`src/rtc_defines.svh`:
```
// Notes on behaviour
// RQ1: timekeeping runs from 32.768 kHz crystal input
// RQ2: prescaler divides crystal to one-second tick
// RQ3: seconds, minutes, hours, 32768-day counters
// RQ4: each wrap carries into next counter
// RQ5: enabled alarm interrupts on matching tick
// RQ6: alarm0 time of day, alarm1 day+time
// RQ7: stopwatch loaded by software, decrements per tick
// RQ8: stopwatch underflow raises interrupt when enabled
// RQ9: selectable second/minute/hour/day periodic interrupts
// RQ10: enabled events raise a wakeup request
// RQ11: events latch sticky until software clears
`ifndef RTC_DEFINES_SVH
`define RTC_DEFINES_SVH

// crystal rate in Hz and the tick rate
`define RTC_XTAL_HZ 32768
`define RTC_TICK_HZ 1
`define RTC_PRESC_DIV (`RTC_XTAL_HZ / `RTC_TICK_HZ)
`define RTC_SW_W 16

// register byte offsets
`define RTC_ADDR_W 5
`define RTC_OFF_TIME 5'h00
`define RTC_OFF_ALARM0 5'h04
`define RTC_OFF_ALARM1 5'h08
`define RTC_OFF_SWATCH 5'h0C
`define RTC_OFF_CTRL 5'h10
`define RTC_OFF_STATUS 5'h14
`define RTC_OFF_MASK 5'h18

// time word layout
`define RTC_SEC_LSB 0
`define RTC_MIN_LSB 6
`define RTC_HOUR_LSB 12
`define RTC_DAY_LSB 17
`define RTC_SEC_MAX 6'h3B
`define RTC_MIN_MAX 6'h3B
`define RTC_HOUR_MAX 5'h17

// control and event bits
`define RTC_CTRL_SW_EN 0
`define RTC_EV_SEC 0
`define RTC_EV_MIN 1
`define RTC_EV_HOUR 2
`define RTC_EV_DAY 3
`define RTC_EV_ALARM0 4
`define RTC_EV_ALARM1 5
`define RTC_EV_SWATCH 6

// bus answers
`define RTC_RESP_OKAY 2'h0
`define RTC_RESP_SLVERR 2'h2

`endif

```
`src/rtc_pkg.sv`:
```
package rtc_pkg;
    // counter field types
    typedef logic [5:0] sec_t;
    typedef logic [5:0] min_t;
    typedef logic [4:0] hour_t;
    typedef logic [14:0] day_t;
    // event vector, one bit per event source
    typedef logic [6:0] event_t;
    // bus data word
    typedef logic [31:0] word_t;
endpackage

```
`src/rtc_calendar.sv`:
```
`timescale 1ns/1ps
`default_nettype none
`include "rtc_defines.svh"

module rtc_calendar #(
    parameter int PRESC = `RTC_PRESC_DIV,
    parameter int SW_W = `RTC_SW_W
)(
    // clock and reset
    input wire logic ref_clk,
    input wire logic nrst,
    // crystal oscillator output, sampled here
    input wire logic xtal_in,
    // axi4-lite write address
    input wire logic [`RTC_ADDR_W-1:0] awaddr,
    input wire logic awvalid,
    output logic awready,
    // axi4-lite write data
    input wire logic [31:0] wdata,
    input wire logic [3:0] wstrb,
    input wire logic wvalid,
    output logic wready,
    // axi4-lite write response
    output logic [1:0] bresp,
    output logic bvalid,
    input wire logic bready,
    // axi4-lite read address
    input wire logic [`RTC_ADDR_W-1:0] araddr,
    input wire logic arvalid,
    output logic arready,
    // axi4-lite read data
    output logic [31:0] rdata,
    output logic [1:0] rresp,
    output logic rvalid,
    input wire logic rready,
    // interrupt and wakeup
    output logic irq,
    output logic wake_req
);

    localparam int PW = $clog2(PRESC);

    // refuse settings the counters cannot serve
    generate
        if (PRESC < 2 || SW_W < 1 || SW_W > 32)
        begin : g_bad
            $error("rtc_calendar: bad PRESC or SW_W");
        end
    endgenerate

    // byte-lane merge of a write into a stored word
    function automatic rtc_pkg::word_t merge(
        input rtc_pkg::word_t old_w,
        input rtc_pkg::word_t new_w,
        input logic [3:0] strb
    );
        rtc_pkg::word_t res;
        res = old_w;
        for (int i = 0; i < 4; i++)
        begin
            if (strb[i])
                res[i*8 +: 8] = new_w[i*8 +: 8];
        end
        return res;
    endfunction

    // pack four fields into the time word layout
    function automatic rtc_pkg::word_t pack(
        input rtc_pkg::sec_t s,
        input rtc_pkg::min_t m,
        input rtc_pkg::hour_t h,
        input rtc_pkg::day_t d
    );
        return {d, h, m, s};
    endfunction

    // crystal synchroniser and edge detector
    logic xs1, xs2, xs3; // xs1 read only by xs2
    logic [PW-1:0] presc; // crystal edges in current second
    // time counters
    rtc_pkg::sec_t sec;
    rtc_pkg::min_t min;
    rtc_pkg::hour_t hour;
    rtc_pkg::day_t day;
    // alarm words and stopwatch
    rtc_pkg::word_t alarm0, alarm1;
    logic [SW_W-1:0] sw_cnt; // stopwatch count
    logic sw_en; // stopwatch running
    // interrupt state
    rtc_pkg::event_t status; // sticky event flags
    rtc_pkg::event_t mask; // event enables
    // write channel holding state
    logic aw_got, w_got;
    logic [`RTC_ADDR_W-1:0] aw_q;
    rtc_pkg::word_t wd_q;
    logic [3:0] ws_q;

    // crystal rising edge and one-second tick
    wire xedge = xs2 & ~xs3;
    wire tick = xedge && (presc == PW'(PRESC - 1)); // RQ2

    // carry chain of the counters
    wire sec_wrap = (sec == `RTC_SEC_MAX);
    wire min_wrap = sec_wrap && (min == `RTC_MIN_MAX);
    wire hour_wrap = min_wrap && (hour == `RTC_HOUR_MAX);

    // counter values after this tick
    wire rtc_pkg::sec_t nsec = sec_wrap ? '0 : sec + 6'h01; // RQ3
    wire rtc_pkg::min_t nmin = !sec_wrap ? min :
        (min == `RTC_MIN_MAX) ? '0 : min + 6'h01; // RQ4
    wire rtc_pkg::hour_t nhour = !min_wrap ? hour :
        (hour == `RTC_HOUR_MAX) ? '0 : hour + 5'h01; // RQ4
    wire rtc_pkg::day_t nday = hour_wrap ? day + 15'h0001 : day; // RQ4
    wire rtc_pkg::word_t ntime = pack(nsec, nmin, nhour, nday);
    wire rtc_pkg::word_t cur_time = pack(sec, min, hour, day);

    // bus handshakes
    wire aw_hs = awvalid & awready;
    wire w_hs = wvalid & wready;
    wire ar_hs = arvalid & arready;
    wire do_write = aw_got & w_got & ~bvalid;

    // write decode
    wire wr_time = do_write && (aw_q == `RTC_OFF_TIME);
    wire wr_a0 = do_write && (aw_q == `RTC_OFF_ALARM0);
    wire wr_a1 = do_write && (aw_q == `RTC_OFF_ALARM1);
    wire wr_sw = do_write && (aw_q == `RTC_OFF_SWATCH);
    wire wr_ctrl = do_write && (aw_q == `RTC_OFF_CTRL);
    wire wr_mask = do_write && (aw_q == `RTC_OFF_MASK);
    wire wr_ok = wr_time | wr_a0 | wr_a1 | wr_sw | wr_ctrl | wr_mask |
        (aw_q == `RTC_OFF_STATUS);

    // merged write words
    wire rtc_pkg::word_t tw = merge(cur_time, wd_q, ws_q);
    wire rtc_pkg::word_t sww = merge(32'(sw_cnt), wd_q, ws_q);
    wire rtc_pkg::word_t cw = merge({31'h0, sw_en}, wd_q, ws_q);
    wire rtc_pkg::word_t mw = merge({25'h0, mask}, wd_q, ws_q);

    // alarm compares against the time after the tick
    wire tmatch = (ntime[`RTC_DAY_LSB-1:0] ==
        alarm0[`RTC_DAY_LSB-1:0]); // RQ6
    wire a0_hit = tick && !wr_time && tmatch; // RQ5
    wire a1_hit = tick && !wr_time && (ntime == alarm1); // RQ6
    wire sw_ev = tick && sw_en && (sw_cnt == '0); // RQ8

    // all events of this cycle
    wire rtc_pkg::event_t ev = {sw_ev, a1_hit, a0_hit,
        tick & hour_wrap, tick & min_wrap,
        tick & sec_wrap, tick}; // RQ9

    // status read clears, a new event in that cycle still sets
    wire st_clr = ar_hs && (araddr == `RTC_OFF_STATUS);
    wire rtc_pkg::event_t next_status =
        (st_clr ? '0 : status) | ev; // RQ11

    // read mux
    wire rtc_pkg::word_t rd_word =
        (araddr == `RTC_OFF_TIME) ? cur_time :
        (araddr == `RTC_OFF_ALARM0) ? alarm0 :
        (araddr == `RTC_OFF_ALARM1) ? alarm1 :
        (araddr == `RTC_OFF_SWATCH) ? 32'(sw_cnt) :
        (araddr == `RTC_OFF_CTRL) ? {31'h0, sw_en} :
        (araddr == `RTC_OFF_STATUS) ? {25'h0, status} :
        (araddr == `RTC_OFF_MASK) ? {25'h0, mask} : '0;
    wire rd_ok = (araddr == `RTC_OFF_TIME) ||
        (araddr == `RTC_OFF_ALARM0) || (araddr == `RTC_OFF_ALARM1) ||
        (araddr == `RTC_OFF_SWATCH) || (araddr == `RTC_OFF_CTRL) ||
        (araddr == `RTC_OFF_STATUS) || (araddr == `RTC_OFF_MASK);

    // next channel states for the registered readies
    wire next_aw_got = (aw_got | aw_hs) & ~do_write;
    wire next_w_got = (w_got | w_hs) & ~do_write;
    wire next_bvalid = do_write | (bvalid & ~bready);
    wire next_rvalid = ar_hs | (rvalid & ~rready);

    // crystal sampling: two flops then one for edge detection
    always_ff @(posedge ref_clk or negedge nrst)
    begin
        if (!nrst)
        begin
            xs1 <= 1'b0;
            xs2 <= 1'b0;
            xs3 <= 1'b0;
        end
        else
        begin
            xs1 <= xtal_in; // RQ1
            xs2 <= xs1;
            xs3 <= xs2;
        end
    end

    // prescaler, restarted when time is written
    always_ff @(posedge ref_clk or negedge nrst)
    begin
        if (!nrst)
            presc <= '0;
        else if (wr_time || tick)
            presc <= '0;
        else if (xedge)
            presc <= presc + PW'(1); // RQ2
    end

    // time counters, a software write wins over a tick
    always_ff @(posedge ref_clk or negedge nrst)
    begin
        if (!nrst)
        begin
            sec <= '0;
            min <= '0;
            hour <= '0;
            day <= '0;
        end
        else if (wr_time)
        begin
            sec <= tw[`RTC_SEC_LSB +: 6];
            min <= tw[`RTC_MIN_LSB +: 6];
            hour <= tw[`RTC_HOUR_LSB +: 5];
            day <= tw[`RTC_DAY_LSB +: 15];
        end
        else if (tick)
        begin
            sec <= nsec; // RQ3
            min <= nmin; // RQ4
            hour <= nhour; // RQ4
            day <= nday; // RQ4
        end
    end

    // alarm words
    always_ff @(posedge ref_clk or negedge nrst)
    begin
        if (!nrst)
        begin
            alarm0 <= '0;
            alarm1 <= '0;
        end
        else
        begin
            if (wr_a0)
                alarm0 <= merge(alarm0, wd_q, ws_q);
            if (wr_a1)
                alarm1 <= merge(alarm1, wd_q, ws_q);
        end
    end

    // stopwatch: load, count down, stop on underflow
    always_ff @(posedge ref_clk or negedge nrst)
    begin
        if (!nrst)
        begin
            sw_cnt <= '0;
            sw_en <= 1'b0;
        end
        else
        begin
            if (wr_sw)
                sw_cnt <= sww[SW_W-1:0]; // RQ7
            else if (tick && sw_en && sw_cnt != '0)
                sw_cnt <= sw_cnt - SW_W'(1); // RQ7
            if (wr_ctrl)
                sw_en <= cw[`RTC_CTRL_SW_EN];
            else if (sw_ev)
                sw_en <= 1'b0; // RQ8
        end
    end

    // sticky status, mask, interrupt and wakeup
    always_ff @(posedge ref_clk or negedge nrst)
    begin
        if (!nrst)
        begin
            status <= '0;
            mask <= '0;
            irq <= 1'b0;
            wake_req <= 1'b0;
        end
        else
        begin
            status <= next_status; // RQ11
            if (wr_mask)
                mask <= mw[6:0];
            irq <= |(status & mask); // RQ5
            wake_req <= |(ev & mask); // RQ10
        end
    end

    // write address and data capture, either order
    always_ff @(posedge ref_clk or negedge nrst)
    begin
        if (!nrst)
        begin
            aw_got <= 1'b0;
            w_got <= 1'b0;
            aw_q <= '0;
            wd_q <= '0;
            ws_q <= '0;
        end
        else
        begin
            aw_got <= next_aw_got;
            w_got <= next_w_got;
            if (aw_hs)
                aw_q <= awaddr;
            if (w_hs)
            begin
                wd_q <= wdata;
                ws_q <= wstrb;
            end
        end
    end

    // write response and registered readies
    always_ff @(posedge ref_clk or negedge nrst)
    begin
        if (!nrst)
        begin
            awready <= 1'b0;
            wready <= 1'b0;
            bvalid <= 1'b0;
            bresp <= `RTC_RESP_OKAY;
        end
        else
        begin
            awready <= ~next_aw_got & ~next_bvalid;
            wready <= ~next_w_got & ~next_bvalid;
            bvalid <= next_bvalid;
            if (do_write)
                bresp <= wr_ok ? `RTC_RESP_OKAY : `RTC_RESP_SLVERR;
        end
    end

    // read channel
    always_ff @(posedge ref_clk or negedge nrst)
    begin
        if (!nrst)
        begin
            arready <= 1'b0;
            rvalid <= 1'b0;
            rdata <= '0;
            rresp <= `RTC_RESP_OKAY;
        end
        else
        begin
            arready <= ~next_rvalid;
            rvalid <= next_rvalid;
            if (ar_hs)
            begin
                rdata <= rd_word;
                rresp <= rd_ok ? `RTC_RESP_OKAY : `RTC_RESP_SLVERR;
            end
        end
    end

endmodule

`default_nettype wire

```
`config.mk`:
```
export PLATFORM = sky130hd
export DESIGN_NAME = rtc_calendar
export DESIGN_NICKNAME = d
export VERILOG_FILES = /design/src/rtc_pkg.sv /design/src/rtc_calendar.sv
export VERILOG_INCLUDE_DIRS = /design/src /design/src/src
export SDC_FILE = /design/constraint.sdc
export NUM_CORES = 1
export LEC_CHECK = 0
export BUFFER_PORTS_ARGS = -buffer_cell sky130_fd_sc_hd__buf_2
export CORE_UTILIZATION = 50
export CTS_CLUSTER_DIAMETER = 60
export DETAILED_ROUTE_END_ITERATION = 8
export PLACE_DENSITY = 0.75
export SYNTH_ARGS = -nofsm -noshare
export SYNTH_HDL_FRONTEND = slang
export SYNTH_SLANG_ARGS = --single-unit
```
`constraint.sdc`:
```
create_clock -name ref_clk -period 2.9 [get_ports ref_clk]
set_clock_uncertainty 0.15 [all_clocks]
set_input_delay 0.145 -clock ref_clk [delete_from_list [all_inputs] [get_ports ref_clk]]
set_output_delay 0.145 -clock ref_clk [all_outputs]
set_load 0.01 [all_outputs]
```
* Word level (Yosys, flattened, before mapping)
Cells that the tools add are included.
Operators by class: bitwise gates (word level) 37, div/mod/pow operators 0, add/subtract/negate cells 6, reductions and logical operators 50, equal/unequal tests 25, order comparisons 0, shift-type cells 0, mux-type cells 35, multiply operators 0
Operators by type and width (number):
- 32-bit 2-to-1 mux | 3
- 15-bit 2-to-1 mux | 5
- 16-bit 2-to-1 mux | 3
- 6-bit 2-to-1 mux | 7
- 5-bit equality test, second input constant | 7
- 32-bit equality test | 1
- 8-bit 2-to-1 mux | 4
- 2-bit AND reduction | 16
- 15-bit by 1-bit adder with 15-bit output, second input constant | 2
- 7-bit 2-to-1 mux | 4
- 5-bit by 4-bit equality test with 1-bit output, second input constant | 4
- 5-bit 2-to-1 mux | 4
- 17-bit equality test | 1
- 1-bit logical AND | 16
- 16-bit zero test | 1
- 16-bit nonzero test | 1
- 16-bit by 1-bit subtractor with 16-bit output, second input constant | 1
- 1-bit AND | 15
- 15-bit equality test, second input constant | 1
- 7-bit AND | 2
- 2-bit inequality test, second input constant | 7
- 7-bit OR reduction | 2
- 6-bit by 1-bit adder with 6-bit output, second input constant | 2
- 6-bit equality test, second input constant | 2
- other kinds (11) | 42
Storage, ports and cells: RAM bits 0, memory bits (read-only) 0, word-level logic and storage cells 192, memories 0, latch bits 0, output and inout port bits 43, register bits 231, input bits 54

* Depth between registers and ports, before layout
word-level depth 10, depth in mapped cells 11, gate-level depth less buffers 10

* Worst setup path after synthesis
Ideal clock, no wire load.
path type flip-flop to flip-flop, from register hour[1], to register wake_req, buffers on the path 0, path slack -85 ps, arrival time 2745 ps, data required time 2660 ps, stages on the path, launching flop included 10, setup time 90 ps, clock period less this slack 2985 ps, cells stage by stage dfrtp_1 > ha_1 > nand4b_4 > or4_4 > or3_1 > a2111oi_2 > nand4_1 > nor4_1 > nand4_1 > o221ai_1
On the way: cells in the longest elaborated chain, start to end 7, elaborated cells between the ends (all ways) 13, those cells by class add/sub (1); eq/ne (3); mux (3); bitwise (2); reduce/logical (4)
Ends and longest elaborated chain:
- from (decl) | RTL line rtc_calendar.sv:83 | rtc_pkg::hour_t hour;
- from (signal assigned) | RTL line rtc_calendar.sv:218 | hour <= tw[`RTC_HOUR_LSB +: 5];
- from (signal assigned) | RTL line rtc_calendar.sv:225 | hour <= nhour;
- 5-bit by 1-bit adder with 5-bit output or 5-bit equality test (tied branches)
- 5-bit 2-to-1 mux or 1-bit logical AND (tied branches) | RTL line rtc_calendar.sv:112, rtc_calendar.sv:105
- 5-bit 2-to-1 mux or 15-bit 2-to-1 mux (tied branches) | RTL line rtc_calendar.sv:111, rtc_calendar.sv:113
- 32-bit equality test or 17-bit equality test (tied branches) | RTL line rtc_calendar.sv:143, rtc_calendar.sv:140
- 1-bit logical AND, on equally long branches | RTL line rtc_calendar.sv:143, rtc_calendar.sv:142
- 7-bit AND (*) | RTL line rtc_calendar.sv:284 | wake_req <= |(ev & mask);
- 7-bit OR reduction (*) | RTL line rtc_calendar.sv:284
- to (signal assigned) | RTL line rtc_calendar.sv:284
- to (decl) | RTL line rtc_calendar.sv:38 | output logic wake_req
Every way passes the cells marked *; elsewhere a longest branch is shown, timed or not. A chain may end at the register's enable or synchronous reset.

* Worst setup path after layout
Same ends and word-level chain as after synthesis.

==> out/qor.yml <==
placement:
  gp_congestion: 1.00
  detailedPlacementHpwl_mm: 25.0
  post_dp_cell_area_um2: 13700
  port_buffers: 94
power:
  power.static_leakage_uw: 0.00685
  power_uw: 13000
  vdd_ir_drop_max_mv: 0.636
  power.share.combinational_pct: 31.7
  pwr_cell_area_nw_per_um2: 857
  p_sw_share_pct: 35.7
  netSwitchingPower_uw: 4640
  power.share.sequential_pct: 42.7
  clock_power_share_pct: 25.5
  cellInternalPower_uw: 8350
sta:
  worst_slew_pin_slew_ns: 0.651
  clock.fmax_ghz: 0.345
  final_critical_path_setup_slack_ns: -0.00111
  number_of_hold_violations_in_the_final_report: 0
  timing.final.crit_share_pct: 100
  grt_setup_unrepaired: "yes"
  timing.final.max_slew_violations: 0
  headroom_to_the_max_slew_limit_pct: 56.6
  tmin_final_ns: 2.90
  timing.final.setup_violations: 1
synth:
  yosys.area.top_type: "dfrtp_1"
  synth_simple_gate_area_share_pct: 16.4
  synth-compound-area-share_pct: 16.8
  synth-xor-area-share_pct: 4.04
  async_flop_share_pct: 100
  synth-edff-count: 0
  combinational_family_with_the_most_area_after_synthesis: "compound AO/OA/AOI/OAI gates"
  ys_dominant_reg_cell: "dfrtp_1"
  netlist_instances: 1248
  post_synth_main_area_contributors: "dfrtp_1 47%, mux2_2 11%, o21ai_0 4.0%"
  synth_top_cells_by_count: "229 x dfrtp_1, 118 x nand2_1, 117 x mux2_2"
  avg_synthesized_cell_area_um2: 9.73
  yosys.area.top_type_share_pct: 47.2
  synth_mux_area_share_pct: 11.7
  synthMostInstantiatedCell: "dfrtp_1"
  yosys_warnings: 0
  postSynthRegisterBits: 229
  syn-cell-area_um2: 12100
  post_synth_fa_ha_maj_area_fraction_pct: 0.618
  fraction_of_the_yosys_area_taken_by_sequential_cells_pct: 47.2
  synth.lib_cells_used.distinct: 73
worst_setup_path:
  timing_worst_setup_path_type: "reg -> reg"
  worst_setup_path_start_kind: "register"
  reg_to_reg_endpoint: "wake_req$_DFF_PN0_"
  timing.rr.start: "hour[1]$_DFFE_PN0P_"
  critPathRequiredTime_ns: 3.20
  r2r.worst_path.cells: 9
  path_max_fanout: 2
  worst_ep_arrival_time_ns: 3.21
  worstSetupEndpointType: "register"
  reg2reg_slack_ns: -0.001
floorplanning:
  die-area_um2: 24900
  io_pins: 97
  die_height_um: 158
  core_um2: 23600
  initial_standard_cell_utilization_of_the_core_pct: 51.4
  std_cell_rows: 56
  die_x_um: 158
clock_tree:
  cts_root_buf: "clkbuf_16"
  cts.path.max_buffers: 3
  clock_pin_slew_reported_for_the_worst_setup_and_hold_paths_after_clock_tree_synthesis_ns: 0.06
  htree_levels: 1
  cts_tree: "built"
  clk-insertion-delay-late_ns: 0.54
  cts_made_buffers: 26
  cts.sinks: 229
global_route:
  first_pass_grt_wire_length_mm: 56.5
  globalRouteTotalUtil_pct: 29.4
  grt_start_max_net_pins: 69
  grt_antenna_before_repair: 0
  grt_overflow_total: 0
  grt_pass1_vias: 10400
routing:
  vias: 10700
  route.detailed.drc: 0
  finalWirelength_mm: 35.6
  avgViaCountPerCell: 6.00
  wire_per_inst_um: 19.9
  drt-pass1-iter-count: 6
  drt-initial-drc-count: 899
  postRouteAntennaNets: 0
final_layout:
  inserted_diodes: 0
  final_layout_size_suffix_gt1_share_pct: 27.5
  number_of_nets_at_the_end_of_the_flow: 1513
  final_instance_area_um2: 15200
  fill_cell_total_of_the_finished_layout: 1936
  syn2layout_area_growth_pct: 25.0
outcome:
  violations: "negative setup slack"
  status: "complete, but fails checks"
worst_hold_path:
  min_path_type: "in -> async"
job:
  drv_cap: 0
through the flow:
stage	worst slack [ns]	util [%]	setup TNS [ns]	std cells	hold slack, ns
after floorplan	0.00164	-	0	1249	-0.301
after global placement	-0.107	57.8	-0.142	1691	-0.00769
after detailed placement	-0.168	57.8	-0.266	1691	-0.00691
after CTS	-0.0308	63.8	-0.0308	1787	0.0171
after global routing	-0.122	64.2	-0.179	1789	0.0664
final	-0.00111	64.2	-0.00111	1789	0.0154
how the worst max path moves through the flow:
stage | start | end | slack (ns) | cells past startpoint
5_1_grt | hour[1]$_DFFE_PN0P_ | wake_req$_DFF_PN0_ | -0.12 | 9
3_5_place_dp | hour[0]$_DFFE_PN0P_ | wake_req$_DFF_PN0_ | -0.17 | 9
6_report | hour[1]$_DFFE_PN0P_ | wake_req$_DFF_PN0_ | -0.001 | 9
4_1_cts | hour[1]$_DFFE_PN0P_ | wake_req$_DFF_PN0_ | -0.03 | 9
3_3_place_gp | hour[0]$_DFFE_PN0P_ | wake_req$_DFF_PN0_ | -0.11 | 9
2_1_floorplan | sec[1]$_DFFE_PN0P_ | wake_req$_DFF_PN0_ | 0.002 | 11
cell type report:
cell class,count,area [µm²],share of cell area (%)
Multi-Input combinational cell,920,6180,40.8
Clock buffer,36,758,5.00
Sequential cell,229,5730,37.8
Tap cell,319,399,2.63
Clock inverter,9,111,0.734
Timing Repair Buffer,253,1900,12.5
Inverter,23,86.3,0.569
cell usage in the layout, fill, tap and decap left out, drive strengths merged, types with 11 or more instances in the layout:
master | netlist | routed
o21ai | 100 | 100
buf | 13 | 204
and3 | 14 | 14
xor2 | 25 | 25
xnor2 | 31 | 31
a22oi | 26 | 26
a221oi | 19 | 19
dlygate4sd3 | 0 | 49
nand2b | 16 | 16
a31oi | 29 | 29
nor2 | 101 | 101
nor3 | 28 | 28
a21oi | 71 | 71
nand3 | 43 | 43
nor4 | 13 | 13
o31ai | 11 | 11
mux2 | 117 | 117
a211oi | 14 | 14
inv | 22 | 22
dfrtp | 229 | 229
clkbuf | 64 | 36
nand2 | 118 | 118
nand4 | 16 | 16
cells by family (layout without fill, tap and decap cells):
group | Yosys count | after routing
xor gates and xnor gates | 56 | 56
buffers and inverters | 100 | 321
AOI/OAI and AO/OA | 325 | 325
DFF | 229 | 229
adders and majority gates | 6 | 6
other | 1 | 2
muxes | 127 | 127
and+or+nand+nor | 404 | 404
critical path: stages (launching register included):
cell       delay, ns
dfrtp_2         0.40
ha_4            0.16
nand4b_4        0.11
or4_4           0.54
or3_4           0.41
a2111oi_4       0.29
nand4_1         0.16
nor4_2          0.16
nand4_1         0.23
o221ai_2        0.23
per-layer routing:
metal / wire, µm / GRT usage [%] / vias to the layer above
li1: - / - / 4964
met1: 15400 / 40.3 / 5296
met2: 16700 / 47.4 / 393
met3: 2460 / 4.46 / 75
met4: 1150 / 10.4 / 0
met5: 0 / 0 / -
sequential cells by signal (all words and copies together) (netlist names), 6 cells and up:
register and flops:
alarm0 32, alarm1 32, day 15, mask 7, min 6, presc 15
rdata 32, sec 6, status 7, sw_cnt 16, wd_q 32
power groups by stage:
| stage | sequential [µW] | clock (µW) | combinational [µW] |
|---|---|---|---|
| after floorplan | 5010 | 0 | 2740 |
| after global placement | 5500 | 0 | 3820 |
| after detailed placement | 5550 | 0 | 3910 |
| after CTS | 5510 | 3360 | 4030 |
| after global routing | 5690 | 3490 | 4510 |
| final | 5550 | 3320 | 4120 |
what timing repair did:
action	in CTS	in global routing
gates resized for setup	8	19
pin swaps	7	2
endpoints found under the hold margin	278	0
buffers inserted	2	2
hold buffers	49	0
endpoints found under the setup margin	2	23
(Power assumes the default switching activity.)
